==> src/mcr_pkg.sv <==
// constants of the byte-wide configuration register area
// assumes a 40 MHz core clock and decoded register requests from the serial front end
package mcr_pkg;

    // ==============================================================
    // geometry of the configuration area
    localparam int unsigned AREA_BYTES = 256;
    localparam int unsigned IDX_W      = 8;
    // protocol address of the first configuration register (register number minus one)
    localparam logic [15:0] AREA_BASE  = 16'h0100;
    localparam logic [15:0] AREA_LAST  = 16'h01FF;

    // ==============================================================
    // register numbers of the named registers
    localparam logic [15:0] REG_DEVICE_TYPE_ID       = 16'h0101;
    localparam logic [15:0] REG_FIRMWARE_REVISION    = 16'h0102;
    localparam logic [15:0] REG_SERIAL_NUMBER_FIRST  = 16'h0103;
    localparam logic [15:0] REG_SERIAL_NUMBER_SECOND = 16'h0104;
    localparam logic [15:0] REG_PULLUP_ENABLE        = 16'h0111;
    localparam logic [15:0] REG_SERIAL_LINK_CONFIG   = 16'h0112;
    localparam logic [15:0] REG_SLAVE_ADDRESS        = 16'h0113;
    localparam logic [15:0] REG_IO_DIRECTION         = 16'h0114;

    // ==============================================================
    // byte indices inside the area
    localparam logic [7:0] IDX_DEVICE_TYPE   = 8'(REG_DEVICE_TYPE_ID - 16'h0101);
    localparam logic [7:0] IDX_FW_REVISION   = 8'(REG_FIRMWARE_REVISION - 16'h0101);
    localparam logic [7:0] IDX_SERIAL_FIRST  = 8'(REG_SERIAL_NUMBER_FIRST - 16'h0101);
    localparam logic [7:0] IDX_SERIAL_SECOND = 8'(REG_SERIAL_NUMBER_SECOND - 16'h0101);
    localparam logic [7:0] IDX_ID_LAST       = 8'h07;
    localparam logic [7:0] IDX_ONCE_LAST     = 8'h0F;
    localparam logic [7:0] IDX_CFG_FIRST     = 8'(REG_PULLUP_ENABLE - 16'h0101);
    localparam logic [7:0] IDX_CFG_LAST      = 8'h1F;
    localparam int unsigned CFG_LIVE         = 4;

    // ==============================================================
    // field positions and values
    localparam int unsigned BIT_PULLUP  = 0;
    localparam int unsigned BIT_BAUD    = 0;
    localparam int unsigned BIT_WIEGAND = 6;
    localparam int unsigned BIT_PARITY  = 7;
    localparam logic [7:0]  ERASED_BYTE = 8'hFF;
    localparam logic [7:0]  ID_RESERVED_VALUE = 8'hFF;

    // ==============================================================
    // silence timeout
    localparam int unsigned CLK_HZ         = 40000000;
    localparam int unsigned SILENCE_TIME_S = 5;
    localparam int unsigned SILENCE_CYCLES = SILENCE_TIME_S * CLK_HZ;
    localparam int unsigned SILENCE_W      = 32;
    localparam logic [2:0]  LOAD_DONE      = 3'h4;

    typedef enum logic [1:0] {
        ST_LOAD   = 2'b00,
        ST_IDLE   = 2'b01,
        ST_ACCESS = 2'b10
    } mcr_state_t;

endpackage

==> src/mcr_mem_if.sv <==
// carrier between the register bank and its byte store
// assumes one clock domain; read data appear one edge after the address
interface mcr_mem_if;
    logic       we;
    logic [7:0] addr;
    logic [7:0] wdata;
    logic [7:0] rdata;

    modport ctrl (output we, output addr, output wdata, input rdata);
    modport store (input we, input addr, input wdata, output rdata);
endinterface

==> src/mcr_byte_store.sv <==
// 256 x 8 byte store standing in for the non-volatile configuration memory
// assumes the controller holds the address for the read cycle
module mcr_byte_store (
    input  wire logic  clock_i,
    mcr_mem_if.store   mem
);
    // ==============================================================
    // array
    // no reset on purpose: contents model storage that outlives restarts
    logic [7:0] mem_ff [mcr_pkg::AREA_BYTES];
    logic [7:0] rdata_ff;

    // plain always: an erased image may be loaded into the array from outside
    always @(posedge clock_i) begin
        if (mem.we) begin
            mem_ff[mem.addr] <= mem.wdata;
        end
    end

    always_ff @(posedge clock_i) begin
        rdata_ff <= mem_ff[mem.addr];
    end

    assign mem.rdata = rdata_ff;
endmodule

==> src/mcr_config_bank.sv <==
// configuration and identity register area served to the bus master
// assumes a front end that decodes register read/write requests into req_* pulses
//
// Operation
// - 256 bytes at registers 257 to 512
// - only low byte stored, upper bits zero
// - first sixteen bytes lock once not 0xFF, but 257-264 never take a write
// - bytes 257-264 identity, read-only
// - 257 returns fixed device type byte
// - 258 revision, 259/260 serial number bytes
// - 261-264 reserved identity, read-only
// - 265-272 installer write-once storage
// - 273-288 are configuration registers
// - 289-512 free user byte storage
// - reload link settings after five silent seconds
// - 273 value 1 enables pull-ups
// - 274 bit0 selects 19200 or 9600 baud
// - 274 bit6 enables reader support
// - 274 bit7 selects even or no parity
// - 275 holds own slave address
// - 276 per-line direction, 1 means output
// - 277-288 reserved, plain storage
// - access only via register read/write
// - unimplemented location answers with exception
module mcr_config_bank #(
    parameter logic [7:0]  DEVICE_TYPE_ID = 8'h5A, // arbitrary value
    parameter logic [7:0]  FW_REVISION    = 8'h01, // arbitrary value
    parameter int unsigned SILENCE_CYCLES = mcr_pkg::SILENCE_CYCLES
) (
    input  wire logic        clock_i,
    input  wire logic        rst_i,
    input  wire logic        req_valid_i,
    output logic             req_ready_o,
    input  wire logic        req_write_i,
    input  wire logic [15:0] req_addr_i,
    input  wire logic [15:0] req_wdata_i,
    output logic             rsp_valid_o,
    output logic [15:0]      rsp_data_o,
    output logic             rsp_exception_o,
    input  wire logic        valid_traffic_i,
    input  wire logic [15:0] serial_number_i,
    output logic             pullup_enable_o,
    output logic [7:0]       io_direction_o,
    output logic             baud_9600_o,
    output logic             parity_none_o,
    output logic             wiegand_enable_o,
    output logic [7:0]       slave_address_o,
    output logic             comm_reload_o
);

    // ==============================================================
    // decode helpers
    typedef enum logic [2:0] {
        RG_ID     = 3'b000,
        RG_ONCE   = 3'b001,
        RG_CFG    = 3'b010,
        RG_USER   = 3'b011,
        RG_NONE   = 3'b100
    } mcr_region_t;

    function automatic logic in_area(input logic [15:0] addr);
        in_area = (addr >= mcr_pkg::AREA_BASE) && (addr <= mcr_pkg::AREA_LAST);
    endfunction

    function automatic mcr_region_t region_of(input logic [7:0] idx);
        if (idx <= mcr_pkg::IDX_ID_LAST) begin
            region_of = RG_ID;
        end else if (idx <= mcr_pkg::IDX_ONCE_LAST) begin
            region_of = RG_ONCE;
        end else if (idx <= mcr_pkg::IDX_CFG_LAST) begin
            region_of = RG_CFG;
        end else begin
            region_of = RG_USER;
        end
    endfunction

    // ==============================================================
    // request capture
    mcr_mem_if mem ();

    mcr_pkg::mcr_state_t state_ff;
    mcr_pkg::mcr_state_t nxt_state;
    logic [2:0]          load_idx_ff;
    logic                req_write_ff;
    logic                req_hit_ff;
    logic [7:0]          req_idx_ff;
    logic [7:0]          req_wdata_ff;
    logic                req_take;
    logic [7:0]          req_idx;
    logic                load_capture;
    logic                load_done;

    assign req_ready_o = (state_ff == mcr_pkg::ST_IDLE);
    assign req_take    = req_valid_i && req_ready_o;
    // protocol address minus the area base gives the byte index
    assign req_idx      = 8'(req_addr_i - mcr_pkg::AREA_BASE);
    assign load_capture = (state_ff == mcr_pkg::ST_LOAD) && (load_idx_ff != 3'h0);
    assign load_done    = (state_ff == mcr_pkg::ST_LOAD) && (load_idx_ff == mcr_pkg::LOAD_DONE);

    always_ff @(posedge clock_i or posedge rst_i) begin
        if (rst_i) begin
            req_write_ff <= 1'b0;
            req_hit_ff   <= 1'b0;
            req_idx_ff   <= 8'h00;
            req_wdata_ff <= 8'h00;
        end else if (req_take) begin
            req_write_ff <= req_write_i;
            req_hit_ff   <= in_area(req_addr_i);
            req_idx_ff   <= req_idx;
            req_wdata_ff <= req_wdata_i[7:0];
        end
    end

    // ==============================================================
    // sequencer
    always_comb begin
        nxt_state = state_ff;
        unique case (state_ff)
            mcr_pkg::ST_LOAD: begin
                if (load_done) begin
                    nxt_state = mcr_pkg::ST_IDLE;
                end
            end
            mcr_pkg::ST_IDLE: begin
                if (req_take) begin
                    nxt_state = mcr_pkg::ST_ACCESS;
                end
            end
            mcr_pkg::ST_ACCESS: begin
                nxt_state = mcr_pkg::ST_IDLE;
            end
            default: begin
                nxt_state = mcr_pkg::ST_LOAD;
            end
        endcase
    end

    always_ff @(posedge clock_i or posedge rst_i) begin
        if (rst_i) begin
            state_ff <= mcr_pkg::ST_LOAD;
        end else begin
            state_ff <= nxt_state;
        end
    end

    // stored settings are pulled out of the store after every reset
    always_ff @(posedge clock_i or posedge rst_i) begin
        if (rst_i) begin
            load_idx_ff <= 3'h0;
        end else if ((state_ff == mcr_pkg::ST_LOAD) && !load_done) begin
            load_idx_ff <= load_idx_ff + 3'h1;
        end
    end

    // ==============================================================
    // store access
    mcr_region_t acc_region;
    logic        once_open;
    logic        store_write;

    assign acc_region = req_hit_ff ? region_of(req_idx_ff) : RG_NONE;
    // write-once bytes accept a write only while still erased
    assign once_open  = (mem.rdata == mcr_pkg::ERASED_BYTE);
    assign store_write = (state_ff == mcr_pkg::ST_ACCESS) && req_write_ff
                         && ((acc_region == RG_CFG) || (acc_region == RG_USER)
                             || ((acc_region == RG_ONCE) && once_open));

    always_comb begin
        mem.we    = store_write;
        mem.wdata = req_wdata_ff;
        unique case (state_ff)
            mcr_pkg::ST_LOAD:   mem.addr = mcr_pkg::IDX_CFG_FIRST + {6'h00, load_idx_ff[1:0]};
            mcr_pkg::ST_IDLE:   mem.addr = req_idx;
            mcr_pkg::ST_ACCESS: mem.addr = req_idx_ff;
            default:            mem.addr = req_idx_ff;
        endcase
    end

    mcr_byte_store u_store (
        .clock_i (clock_i),
        .mem     (mem)
    );

    // ==============================================================
    // identity bytes
    // identity comes from constants and pins, never from the store, so no write can alter it
    logic [7:0] id_byte;

    always_comb begin
        unique case (req_idx_ff[2:0])
            mcr_pkg::IDX_DEVICE_TYPE[2:0]:   id_byte = DEVICE_TYPE_ID;
            mcr_pkg::IDX_FW_REVISION[2:0]:   id_byte = FW_REVISION;
            mcr_pkg::IDX_SERIAL_FIRST[2:0]:  id_byte = serial_number_i[7:0];
            mcr_pkg::IDX_SERIAL_SECOND[2:0]: id_byte = serial_number_i[15:8];
            default:                         id_byte = mcr_pkg::ID_RESERVED_VALUE;
        endcase
    end

    // ==============================================================
    // answer
    logic [7:0] acc_byte;

    always_comb begin
        if (acc_region == RG_ID) begin
            acc_byte = id_byte;
        end else if (req_write_ff && store_write) begin
            acc_byte = req_wdata_ff;
        end else begin
            acc_byte = mem.rdata;
        end
    end

    always_ff @(posedge clock_i or posedge rst_i) begin
        if (rst_i) begin
            rsp_valid_o <= 1'b0;
        end else begin
            rsp_valid_o <= (state_ff == mcr_pkg::ST_ACCESS);
        end
    end

    // flag and data hold until the next answer
    always_ff @(posedge clock_i or posedge rst_i) begin
        if (rst_i) begin
            rsp_exception_o <= 1'b0;
        end else if (state_ff == mcr_pkg::ST_ACCESS) begin
            rsp_exception_o <= (acc_region == RG_NONE);
        end
    end

    always_ff @(posedge clock_i or posedge rst_i) begin
        if (rst_i) begin
            rsp_data_o <= 16'h0000;
        end else if (state_ff == mcr_pkg::ST_ACCESS) begin
            // upper byte always reads as zero
            rsp_data_o <= (acc_region == RG_NONE) ? 16'h0000 : {8'h00, acc_byte};
        end
    end

    // ==============================================================
    // live copies of the first configuration bytes
    logic [7:0] cfg_ff [mcr_pkg::CFG_LIVE];

    genvar k;
    generate
        for (k = 0; k < mcr_pkg::CFG_LIVE; k++) begin : g_cfg
            localparam logic [7:0] CFG_IDX = mcr_pkg::IDX_CFG_FIRST + 8'(k);
            always_ff @(posedge clock_i or posedge rst_i) begin
                if (rst_i) begin
                    cfg_ff[k] <= 8'h00;
                end else if (load_capture && (load_idx_ff == 3'(k + 1))) begin
                    cfg_ff[k] <= mem.rdata;
                end else if (store_write && (req_idx_ff == CFG_IDX)) begin
                    cfg_ff[k] <= req_wdata_ff;
                end
            end
        end
    endgenerate

    // pull-ups and directions follow the stored bytes at once
    assign pullup_enable_o = cfg_ff[0][mcr_pkg::BIT_PULLUP];
    assign io_direction_o  = cfg_ff[3];

    // ==============================================================
    // silence watchdog
    logic [mcr_pkg::SILENCE_W-1:0] silence_cnt_ff;
    logic                          silence_hit;

    // counter restarts at the hit, so reloads repeat while the link stays quiet
    assign silence_hit = (silence_cnt_ff == mcr_pkg::SILENCE_W'(SILENCE_CYCLES - 1));

    always_ff @(posedge clock_i or posedge rst_i) begin
        if (rst_i) begin
            silence_cnt_ff <= '0;
        end else if (valid_traffic_i || silence_hit) begin
            silence_cnt_ff <= '0;
        end else begin
            silence_cnt_ff <= silence_cnt_ff + 1'b1;
        end
    end

    // ==============================================================
    // active link settings
    // written link bytes act only at reload, so a bad setting cannot cut the master off for good
    logic       reload;
    logic       baud_ff;
    logic       parity_ff;
    logic       wiegand_ff;
    logic [7:0] slave_ff;
    logic       reload_ff;

    assign reload = load_done || silence_hit;

    always_ff @(posedge clock_i or posedge rst_i) begin
        if (rst_i) begin
            baud_ff <= 1'b0;
        end else if (reload) begin
            baud_ff <= cfg_ff[1][mcr_pkg::BIT_BAUD];
        end
    end

    always_ff @(posedge clock_i or posedge rst_i) begin
        if (rst_i) begin
            wiegand_ff <= 1'b0;
        end else if (reload) begin
            wiegand_ff <= cfg_ff[1][mcr_pkg::BIT_WIEGAND];
        end
    end

    always_ff @(posedge clock_i or posedge rst_i) begin
        if (rst_i) begin
            parity_ff <= 1'b0;
        end else if (reload) begin
            parity_ff <= cfg_ff[1][mcr_pkg::BIT_PARITY];
        end
    end

    // address follows the same reload, so frames stay answered until then
    always_ff @(posedge clock_i or posedge rst_i) begin
        if (rst_i) begin
            slave_ff <= 8'h00;
        end else if (reload) begin
            slave_ff <= cfg_ff[2];
        end
    end

    always_ff @(posedge clock_i or posedge rst_i) begin
        if (rst_i) begin
            reload_ff <= 1'b0;
        end else begin
            reload_ff <= reload;
        end
    end

    assign baud_9600_o      = baud_ff;
    assign parity_none_o    = parity_ff;
    assign wiegand_enable_o = wiegand_ff;
    assign slave_address_o  = slave_ff;
    assign comm_reload_o    = reload_ff;

endmodule

==> config.mk <==
export PLATFORM = sky130hd
export DESIGN_NAME = mcr_config_bank
export DESIGN_NICKNAME = d
export VERILOG_FILES = /design/src/mcr_pkg.sv /design/src/mcr_mem_if.sv /design/src/mcr_byte_store.sv /design/src/mcr_config_bank.sv
export SDC_FILE = /design/constraint.sdc
export NUM_CORES = 2
export LEC_CHECK = 0
export ABC_CLOCK_PERIOD_IN_PS = 5200
export BUFFER_PORTS_ARGS = -buffer_cell sky130_fd_sc_hd__buf_2
export CORE_MARGIN = 2
export CORE_UTILIZATION = 40
export CTS_BUF_LIST = sky130_fd_sc_hd__clkbuf_16
export DETAILED_ROUTE_END_ITERATION = 6
export GPL_TIMING_DRIVEN = 0
export PLACE_DENSITY = 0.65
export SLEW_MARGIN = 20
export SYNTH_ARGS = -nofsm -noshare
export SYNTH_HDL_FRONTEND = slang
export SYNTH_SLANG_ARGS = --single-unit
export TNS_END_PERCENT = 5
==> constraint.sdc <==
create_clock -name clock_i -period 5.2 [get_ports clock_i]
set_input_delay 0.52 -clock clock_i [delete_from_list [all_inputs] [get_ports clock_i]]
set_output_delay 0.52 -clock clock_i [all_outputs]
set_load 0.005 [all_outputs]
======== Word level (Yosys, flattened, before mapping) ========
Memories as Yosys holds them, arrays and structs flattened. A register that Yosys moved wholly into a read port is not among the register bits.
Cells that the tools add are included.
storage, ports and cells
  flip-flop bits (word level) ............. 110
  memory bits (writable) .................. 2048
  input port bits ......................... 53
  output and inout port bits .............. 40
  logic and storage cells ................. 104
  memories ................................ 1
operators by class
  $add $sub $neg .......................... 4
  magnitude comparators ................... 5
  equality and inequality tests ........... 21
  mux-type cells .......................... 23
  reductions and logical operators ........ 31
memory list
  name            depth  bits a word  read ports  clocked after Yosys merged registers in  write ports  line                  text
  u_store.mem_ff  256    8            1           1                                        1            mcr_byte_store.sv:10  logic [7:0] mem_ff [mcr_pkg::AREA_BYTES];
operators by type and width
  kind                                                                 number
  2-to-1 mux 8 bit                                                     9
  adder 32 x 1 -> 32 bit (second input constant)                       1
  equality test 32 x 28 -> 1 bit (second input constant)               1
  equality test 8 x 5 -> 1 bit (second input constant)                 4
  2-to-1 mux 32 bit                                                    1
  one-hot mux 8 bit (4 select lines)                                   1
  equality test 3 x 2 -> 1 bit (second input constant)                 6
  logical AND 1 bit                                                    17
  greater-or-equal comparator 16 x 9 -> 1 bit (second input constant)  1
  <= comparator 16 x 9 -> 1 bit (second input constant)                1
  one-hot mux 8 bit (2 select lines)                                   1
  equality test 3 x 1 -> 1 bit (second input constant)                 3
  equality test 8 bit (second input constant)                          1
  <= comparator 8 x 3 -> 1 bit (second input constant)                 1
  <= comparator 8 x 4 -> 1 bit (second input constant)                 1
  <= comparator 8 x 5 -> 1 bit (second input constant)                 1
  2-to-1 mux 2 bit                                                     4
  nonzero test 2 bit                                                   4
  subtractor 8 x 1 -> 8 bit (second input constant)                    1
  adder 5 x 2 -> 6 bit (first input constant)                          1
  equality test 3 bit (second input constant)                          2
  logical NOT 3 bit                                                    2
  one-hot mux 2 bit (3 select lines)                                   1
  2-to-1 mux 1 bit                                                     5
  11 further kinds                                                     14

======== Logic depth before layout (Yosys ltp) ========
  depth in word-level cells ............... 13
  gate-level depth with buffers ........... 15
  depth with buffers taken out ............ 8

======== By module ========
Synthesis repeated with hierarchy kept, for this count alone.
second synthesis, totals
  cells, all modules ...................... 4046
  area total of the unflattened synthesis .. 83488.8 um^2
modules (own cells, without submodules)
  module           times used  cells an instance  area an instance (um^2)  seq. area each (um^2)
  mcr_byte_store   1           3547               78492.8                  61659.1
  mcr_config_bank  1           499                4996.0                   2427.3

======== Least setup slack after synthesis ========
No wires, ideal clock.
  kind .................................... reg-to-reg
  start point ............................. register req_wdata_ff[6] (netlist: mem.wdata[6])
  end point ............................... register rsp_data_o[6]
  arrival time ............................ 4.019 ns
  data required time ...................... 5.117 ns
  setup slack ............................. 1.099 ns
  stages on the path, launching flop included .. 4
  buffers on the path ..................... 0
  path through ............................ dfrtp_1 -> mux2_2 -> o221ai_1 -> o21ai_0
on the way
  cells in the longest elaborated chain, start to end .. 3
RTL lines
  element                 line                    text
  start, declared         mcr_config_bank.sv:87   logic [7:0] req_wdata_ff;
  start signal, assigned  mcr_config_bank.sv:110  req_wdata_ff <= req_wdata_i[7:0];
  2-to-1 mux 8 bit        mcr_config_bank.sv:206  end else if (req_write_ff && store_write) begin
  2-to-1 mux 8 bit        mcr_config_bank.sv:204  if (acc_region == RG_ID) begin
  2-to-1 mux 8 bit        mcr_config_bank.sv:235  rsp_data_o <= (acc_region == RG_NONE) ? 16'h0000 : {8'h00, acc_byte};
  end signal, assigned    mcr_config_bank.sv:235
  end, declared           mcr_config_bank.sv:38   output logic [15:0] rsp_data_o,
No other way between the ends.
A chain may end at the register's enable or synchronous reset.

======== Worst setup path after layout ========
  start point ............................. register state_ff[1]
  end point ............................... register u_store.rdata_ff[3] (netlist: u_store.mem.rdata[3]), read port of u_store.mem_ff
on the way
  cells in the longest elaborated chain, start to end .. 2
  elaborated cells between the ends (all ways) .. 3
  those cells by class .................... 1 x eq/ne; 1 x mux; 1 x reduce/logical
RTL lines
  element                                                                   line                    text
  start, declared                                                           mcr_config_bank.sv:81   mcr_pkg::mcr_state_t state_ff;
  start signal, assigned                                                    mcr_config_bank.sv:140  state_ff <= mcr_pkg::ST_LOAD;
  start signal, assigned                                                    mcr_config_bank.sv:142  state_ff <= nxt_state;
  equality test 2 x 1 -> 1 bit / logical NOT 2 bit (equally long branches)  mcr_config_bank.sv:171  unique case (state_ff)
  one-hot mux 8 bit (2 select lines) *                                      mcr_config_bank.sv:171
  end, declared                                                             mcr_byte_store.sv:11    logic [7:0] rdata_ff;
Mark *: on every way between the ends. The rest lies on a longest branch, timed or not.

==> flow_metrics.env <==
export IMPL_post_synth_top_area_cell="sky130_fd_sc_hd__edfxtp_1"
export IMPL_synth_seq_area_share_pct=74.2
export IMPL_clock_tree_buffer_depth=3
export IMPL_post_layout_nonfiller_instances=8573
export IMPL_globalRoute_busiestLayer="met2"
export IMPL_timing_critical_path_required_ns=5.88
export IMPL_dr_first_iter_drc_count=8296
export IMPL_postSynthCellCount=5127
export IMPL_routed_via_count=52600
export IMPL_global_route_usage_met3_pct=7.71
export IMPL_drt_pass1_iter_count=7
export IMPL_initial_utilization_pct=40.2
export IMPL_setup_worst_path_start_class="flop"
export IMPL_dp_cells=8157
export IMPL_crit_path_top_delay_cell="sky130_fd_sc_hd__o2111ai_1"
export IMPL_clk_pin_slew_worst_paths_ns=0.06
export IMPL_list_of_cells_traversed_by_the_critical_path="buf_2 -> buf_6 -> nand2_1 -> o21ai_1 -> buf_2 -> nand2b_1 -> buf_2 -> clkbuf_1 -> o2111ai_1 -> nor4_1 -> nor4_2"
export IMPL_mappedNetlistArea_mm2=0.0864
export IMPL_route_antenna_remaining_nets=0
export IMPL_finalWeightedCongestion=1.02
export IMPL_filler_cell_count=18200
export IMPL_final_setup_viol_count=303
export IMPL_period_minus_slack_ns=5.53
export IMPL_synth_edf_count=2048
export IMPL_synthArstFlopShare_pct=4.51
export IMPL_grt_start_max_net_pins=83
export IMPL_max_freq_mhz=181
export IMPL_drc=3
export IMPL_ios=93
export IMPL_grt_overflow_total=0
export IMPL_grt_pass1_wl_mm=391
export IMPL_failed_checks="design-rule violations, negative setup slack"
export IMPL_crit_type="flop to flop"
export IMPL_wire_per_inst_um=33.4
export IMPL_path_common_cell="sky130_fd_sc_hd__buf_2"
export IMPL_max_slew_margin_pct=9.57
export IMPL_h_tree_depth=4
export IMPL_fp_dieW_um=469
export IMPL_cts_tree="yes"
export IMPL_crit_buf_inv=5
export IMPL_grt_antenna_before_repair=16
export IMPL_fp_dieArea_mm2=0.220
export IMPL_yosys_top_cells_count="sky130_fd_sc_hd__edfxtp_1, sky130_fd_sc_hd__mux2i_1, sky130_fd_sc_hd__nor2_1"
export IMPL_grt_use_met1_pct=33.5
export IMPL_main_area_contributors_after_synthesis="sky130_fd_sc_hd__edfxtp_1, sky130_fd_sc_hd__mux2i_1, sky130_fd_sc_hd__dfrtp_1"
export IMPL_yosysTopAreaCellShare_pct=71.2
export IMPL_total_cts_buffers=209
export IMPL_clk_root_buffer_cell="sky130_fd_sc_hd__clkbuf_16"
export IMPL_endpoint_kind="flop"
export IMPL_rsz_0062_raised_after_global_routing="yes"
export IMPL_detailedPlacementHpwl_mm=202
export IMPL_die_height_um=469
export IMPL_number_of_buffer_cells_added_on_primary_ports=76
export IMPL_grt_use_met2_pct=37.9
export IMPL_hold_viol=0
export IMPL_syn_mean_instance_area_um2=16.8
export IMPL_hold_path_class="primary input to flop"
export IMPL_post_route_cells_drive_above_1_share_pct=16.5
export IMPL_ys_flop_type="sky130_fd_sc_hd__edfxtp_1"
export IMPL_final_net_count=5609
export IMPL_numClockSinks=2153
export IMPL_insertion_delay_ns=0.89
export IMPL_total_leakage_power_nw=32.9
export IMPL_rows=170
export IMPL_synth_seq_cells=2153
export IMPL_synth_lib_cells_used_distinct=75
export IMPL_timing_final_crit_share_pct=106
export IMPL_post_synth_top_count_cell="sky130_fd_sc_hd__edfxtp_1"
export IMPL_drt_vias_per_instance=6.14
export IMPL_cp_top_family="simple AND/OR/NAND/NOR gates"
export IMPL_ys_warn_count=0
export IMPL_finalPower_mw=57.5
export IMPL_p_per_area_mw_per_mm2=579
export IMPL_worst_slew_pin_transition_ns=1.36
export IMPL_first_global_vias=50200
export IMPL_globalRouteTotalUtil_pct=25.5
export IMPL_worst_slack_ns=-0.333
export IMPL_worst_path_arrival_time_ns=6.21
export IMPL_vdd_ir_drop_worst_v=0.000393
export IMPL_area_overhead_vs_synth_pct=14.9
export IMPL_core_region_area_mm2=0.215
export IMPL_drv_max_cap_violation_count=0
export IMPL_run_status="finished, violations left"
export IMPL_route_final_wire_length_mm=286
export IMPL_final_max_slew_viol_count=0
export IMPL_critical_path_max_stage_delay_ns=0.89
export IMPL_fin_skew_ns=0.0671
export IMPL_worst_path_max_fanout=10
==> routing by layer <==
layer	vias to the layer above	wire length, um
met5	-	76
met4	12	17800
met3	713	36400
met2	3664	125000
met1	26800	107000
li1	21500	-
==> cells by family (layout without fill, tap and decap cells) <==
logic type               Yosys count  count (layout)  synth area share [%]
AO/OA/AOI/OAI                    929             929                  7.77
adder cells (fa/ha/maj)            6               6                0.0869
multiplexers                     900             900                  11.5
buffers and inverters            421             951                  2.29
other                              1              79               0.00434
XOR/XNOR                          31              31                 0.314
AND/OR/NAND/NOR                  686             686                  3.88
flip-flops                      2153            2153                  74.2
==> per-stage QoR <==
| step | util [%] | hold WS (ns) | setup WS, ns | instance area [um2] | setup TNS [ns] |
|---|---|---|---|---|---|
| 2_1_floorplan | - | 0.424 | 1.10 | 86600 | 0 |
| 3_3_place_gp | 42.2 | 0.440 | -3.70 | 90600 | -7433.95 |
| 3_5_place_dp | 42.8 | 0.456 | -1.01 | 91800 | -213.87 |
| 4_1_cts | 46.2 | 0.00814 | -0.188 | 99100 | -0.222 |
| 5_1_grt | 46.3 | 0.0171 | -0.161 | 99300 | -1.87 |
| 6_report | 46.3 | 0.0621 | -0.333 | 99300 | -22.26 |
==> registers in the layout, indices dropped and copies added (netlist names) <==
| register | flops |
|---|---|
| state_ff | 2 |
| mem.wdata | 8 |
| pullup_enable_o | 1 |
| io_direction_o | 8 |
| silence_cnt_ff | 32 |
| cfg_ff | 11 |
| req_hit_ff | 1 |
| req_idx_ff | 8 |
| rsp_valid_o | 1 |
| load_idx_ff | 3 |
| wiegand_enable_o | 1 |
| slave_address_o | 8 |
| u_store.mem.rdata | 8 |
| rsp_data_o | 8 |
| rsp_exception_o | 1 |
| u_store.mem_ff | 2048 |
| req_write_ff | 1 |
| parity_none_o | 1 |
| baud_9600_o | 1 |
| comm_reload_o | 1 |
==> final timing paths <==
kind,from,end,slack [ns],depth (start not counted)
max,state_ff[1],u_store.mem.rdata[3],-0.33,11
min,req_addr_i[3],req_idx_ff[3],0.06,2
max reg2reg,state_ff[1],u_store.mem.rdata[3],-0.33,11
min reg2reg,silence_cnt_ff[0],silence_cnt_ff[0],0.46,1
max in group asynchronous,rst_i,mem.wdata[1],4.34,4
min in group asynchronous,rst_i,slave_address_o[5],0.22,3
==> placed cells by master (no fill, tap or decap), types with 17 or more instances in the layout <==
cell / count
sky130_fd_sc_hd__dlygate4sd3_1: 18
sky130_fd_sc_hd__inv_1: 81
sky130_fd_sc_hd__clkbuf_1: 186
sky130_fd_sc_hd__nor2_4: 17
sky130_fd_sc_hd__edfxtp_1: 2048
sky130_fd_sc_hd__or4_1: 76
sky130_fd_sc_hd__o21ai_0: 62
sky130_fd_sc_hd__nor2_2: 66
sky130_fd_sc_hd__buf_2: 174
sky130_fd_sc_hd__nand3_1: 22
sky130_fd_sc_hd__o211ai_1: 296
sky130_fd_sc_hd__mux2i_1: 730
sky130_fd_sc_hd__clkinv_2: 45
sky130_fd_sc_hd__o22ai_1: 285
sky130_fd_sc_hd__conb_1: 72
sky130_fd_sc_hd__buf_16: 30
sky130_fd_sc_hd__a22oi_1: 23
sky130_fd_sc_hd__a2111oi_0: 24
sky130_fd_sc_hd__nor4_2: 19
sky130_fd_sc_hd__o221a_2: 18
sky130_fd_sc_hd__xor2_1: 19
sky130_fd_sc_hd__clkbuf_16: 211
sky130_fd_sc_hd__o221ai_1: 20
sky130_fd_sc_hd__clkinv_1: 52
sky130_fd_sc_hd__a211oi_1: 89
sky130_fd_sc_hd__nor2_1: 237
sky130_fd_sc_hd__dfrtp_1: 89
sky130_fd_sc_hd__nand2b_1: 21
sky130_fd_sc_hd__buf_4: 60
sky130_fd_sc_hd__mux4_2: 58
sky130_fd_sc_hd__mux2_2: 109
sky130_fd_sc_hd__nand2_1: 110
==> final cells by class <==
class | instances | area (um2) | share of cell area, %
clock inverters | 178 | 1390 | 1.40
diodes | 7 | 17.5 | 0.0176
inverters | 45 | 174 | 0.175
multi-input cells | 2624 | 21300 | 21.4
clock buffers | 211 | 5280 | 5.32
well taps | 2838 | 3550 | 3.58
repair buffers | 141 | 1650 | 1.66
flip-flops and latches | 2153 | 64100 | 64.6
plain buffers | 376 | 1850 | 1.86
==> what timing repair did <==
item | CTS | global route
hold buffers | 18 | 0
gates resized for setup | 98 | 41
endpoints found under the setup margin | 576 | 372
gates cloned | 0 | 0
pin swaps | 1 | 1
hold endpoints to repair | 65 | 0
buffers inserted | 2 | 0
==> report_power, final <==
group / switching, mW / leakage (nW) / internal [mW] / total [mW]
clock: 6.73 / 3.43 / 8.11 / 14.8
sequential: 0.837 / 19.8 / 21.9 / 22.7
combinational: 13.9 / 9.68 / 6.05 / 19.9
No activity file was read; power rests on OpenSTA's default activity.
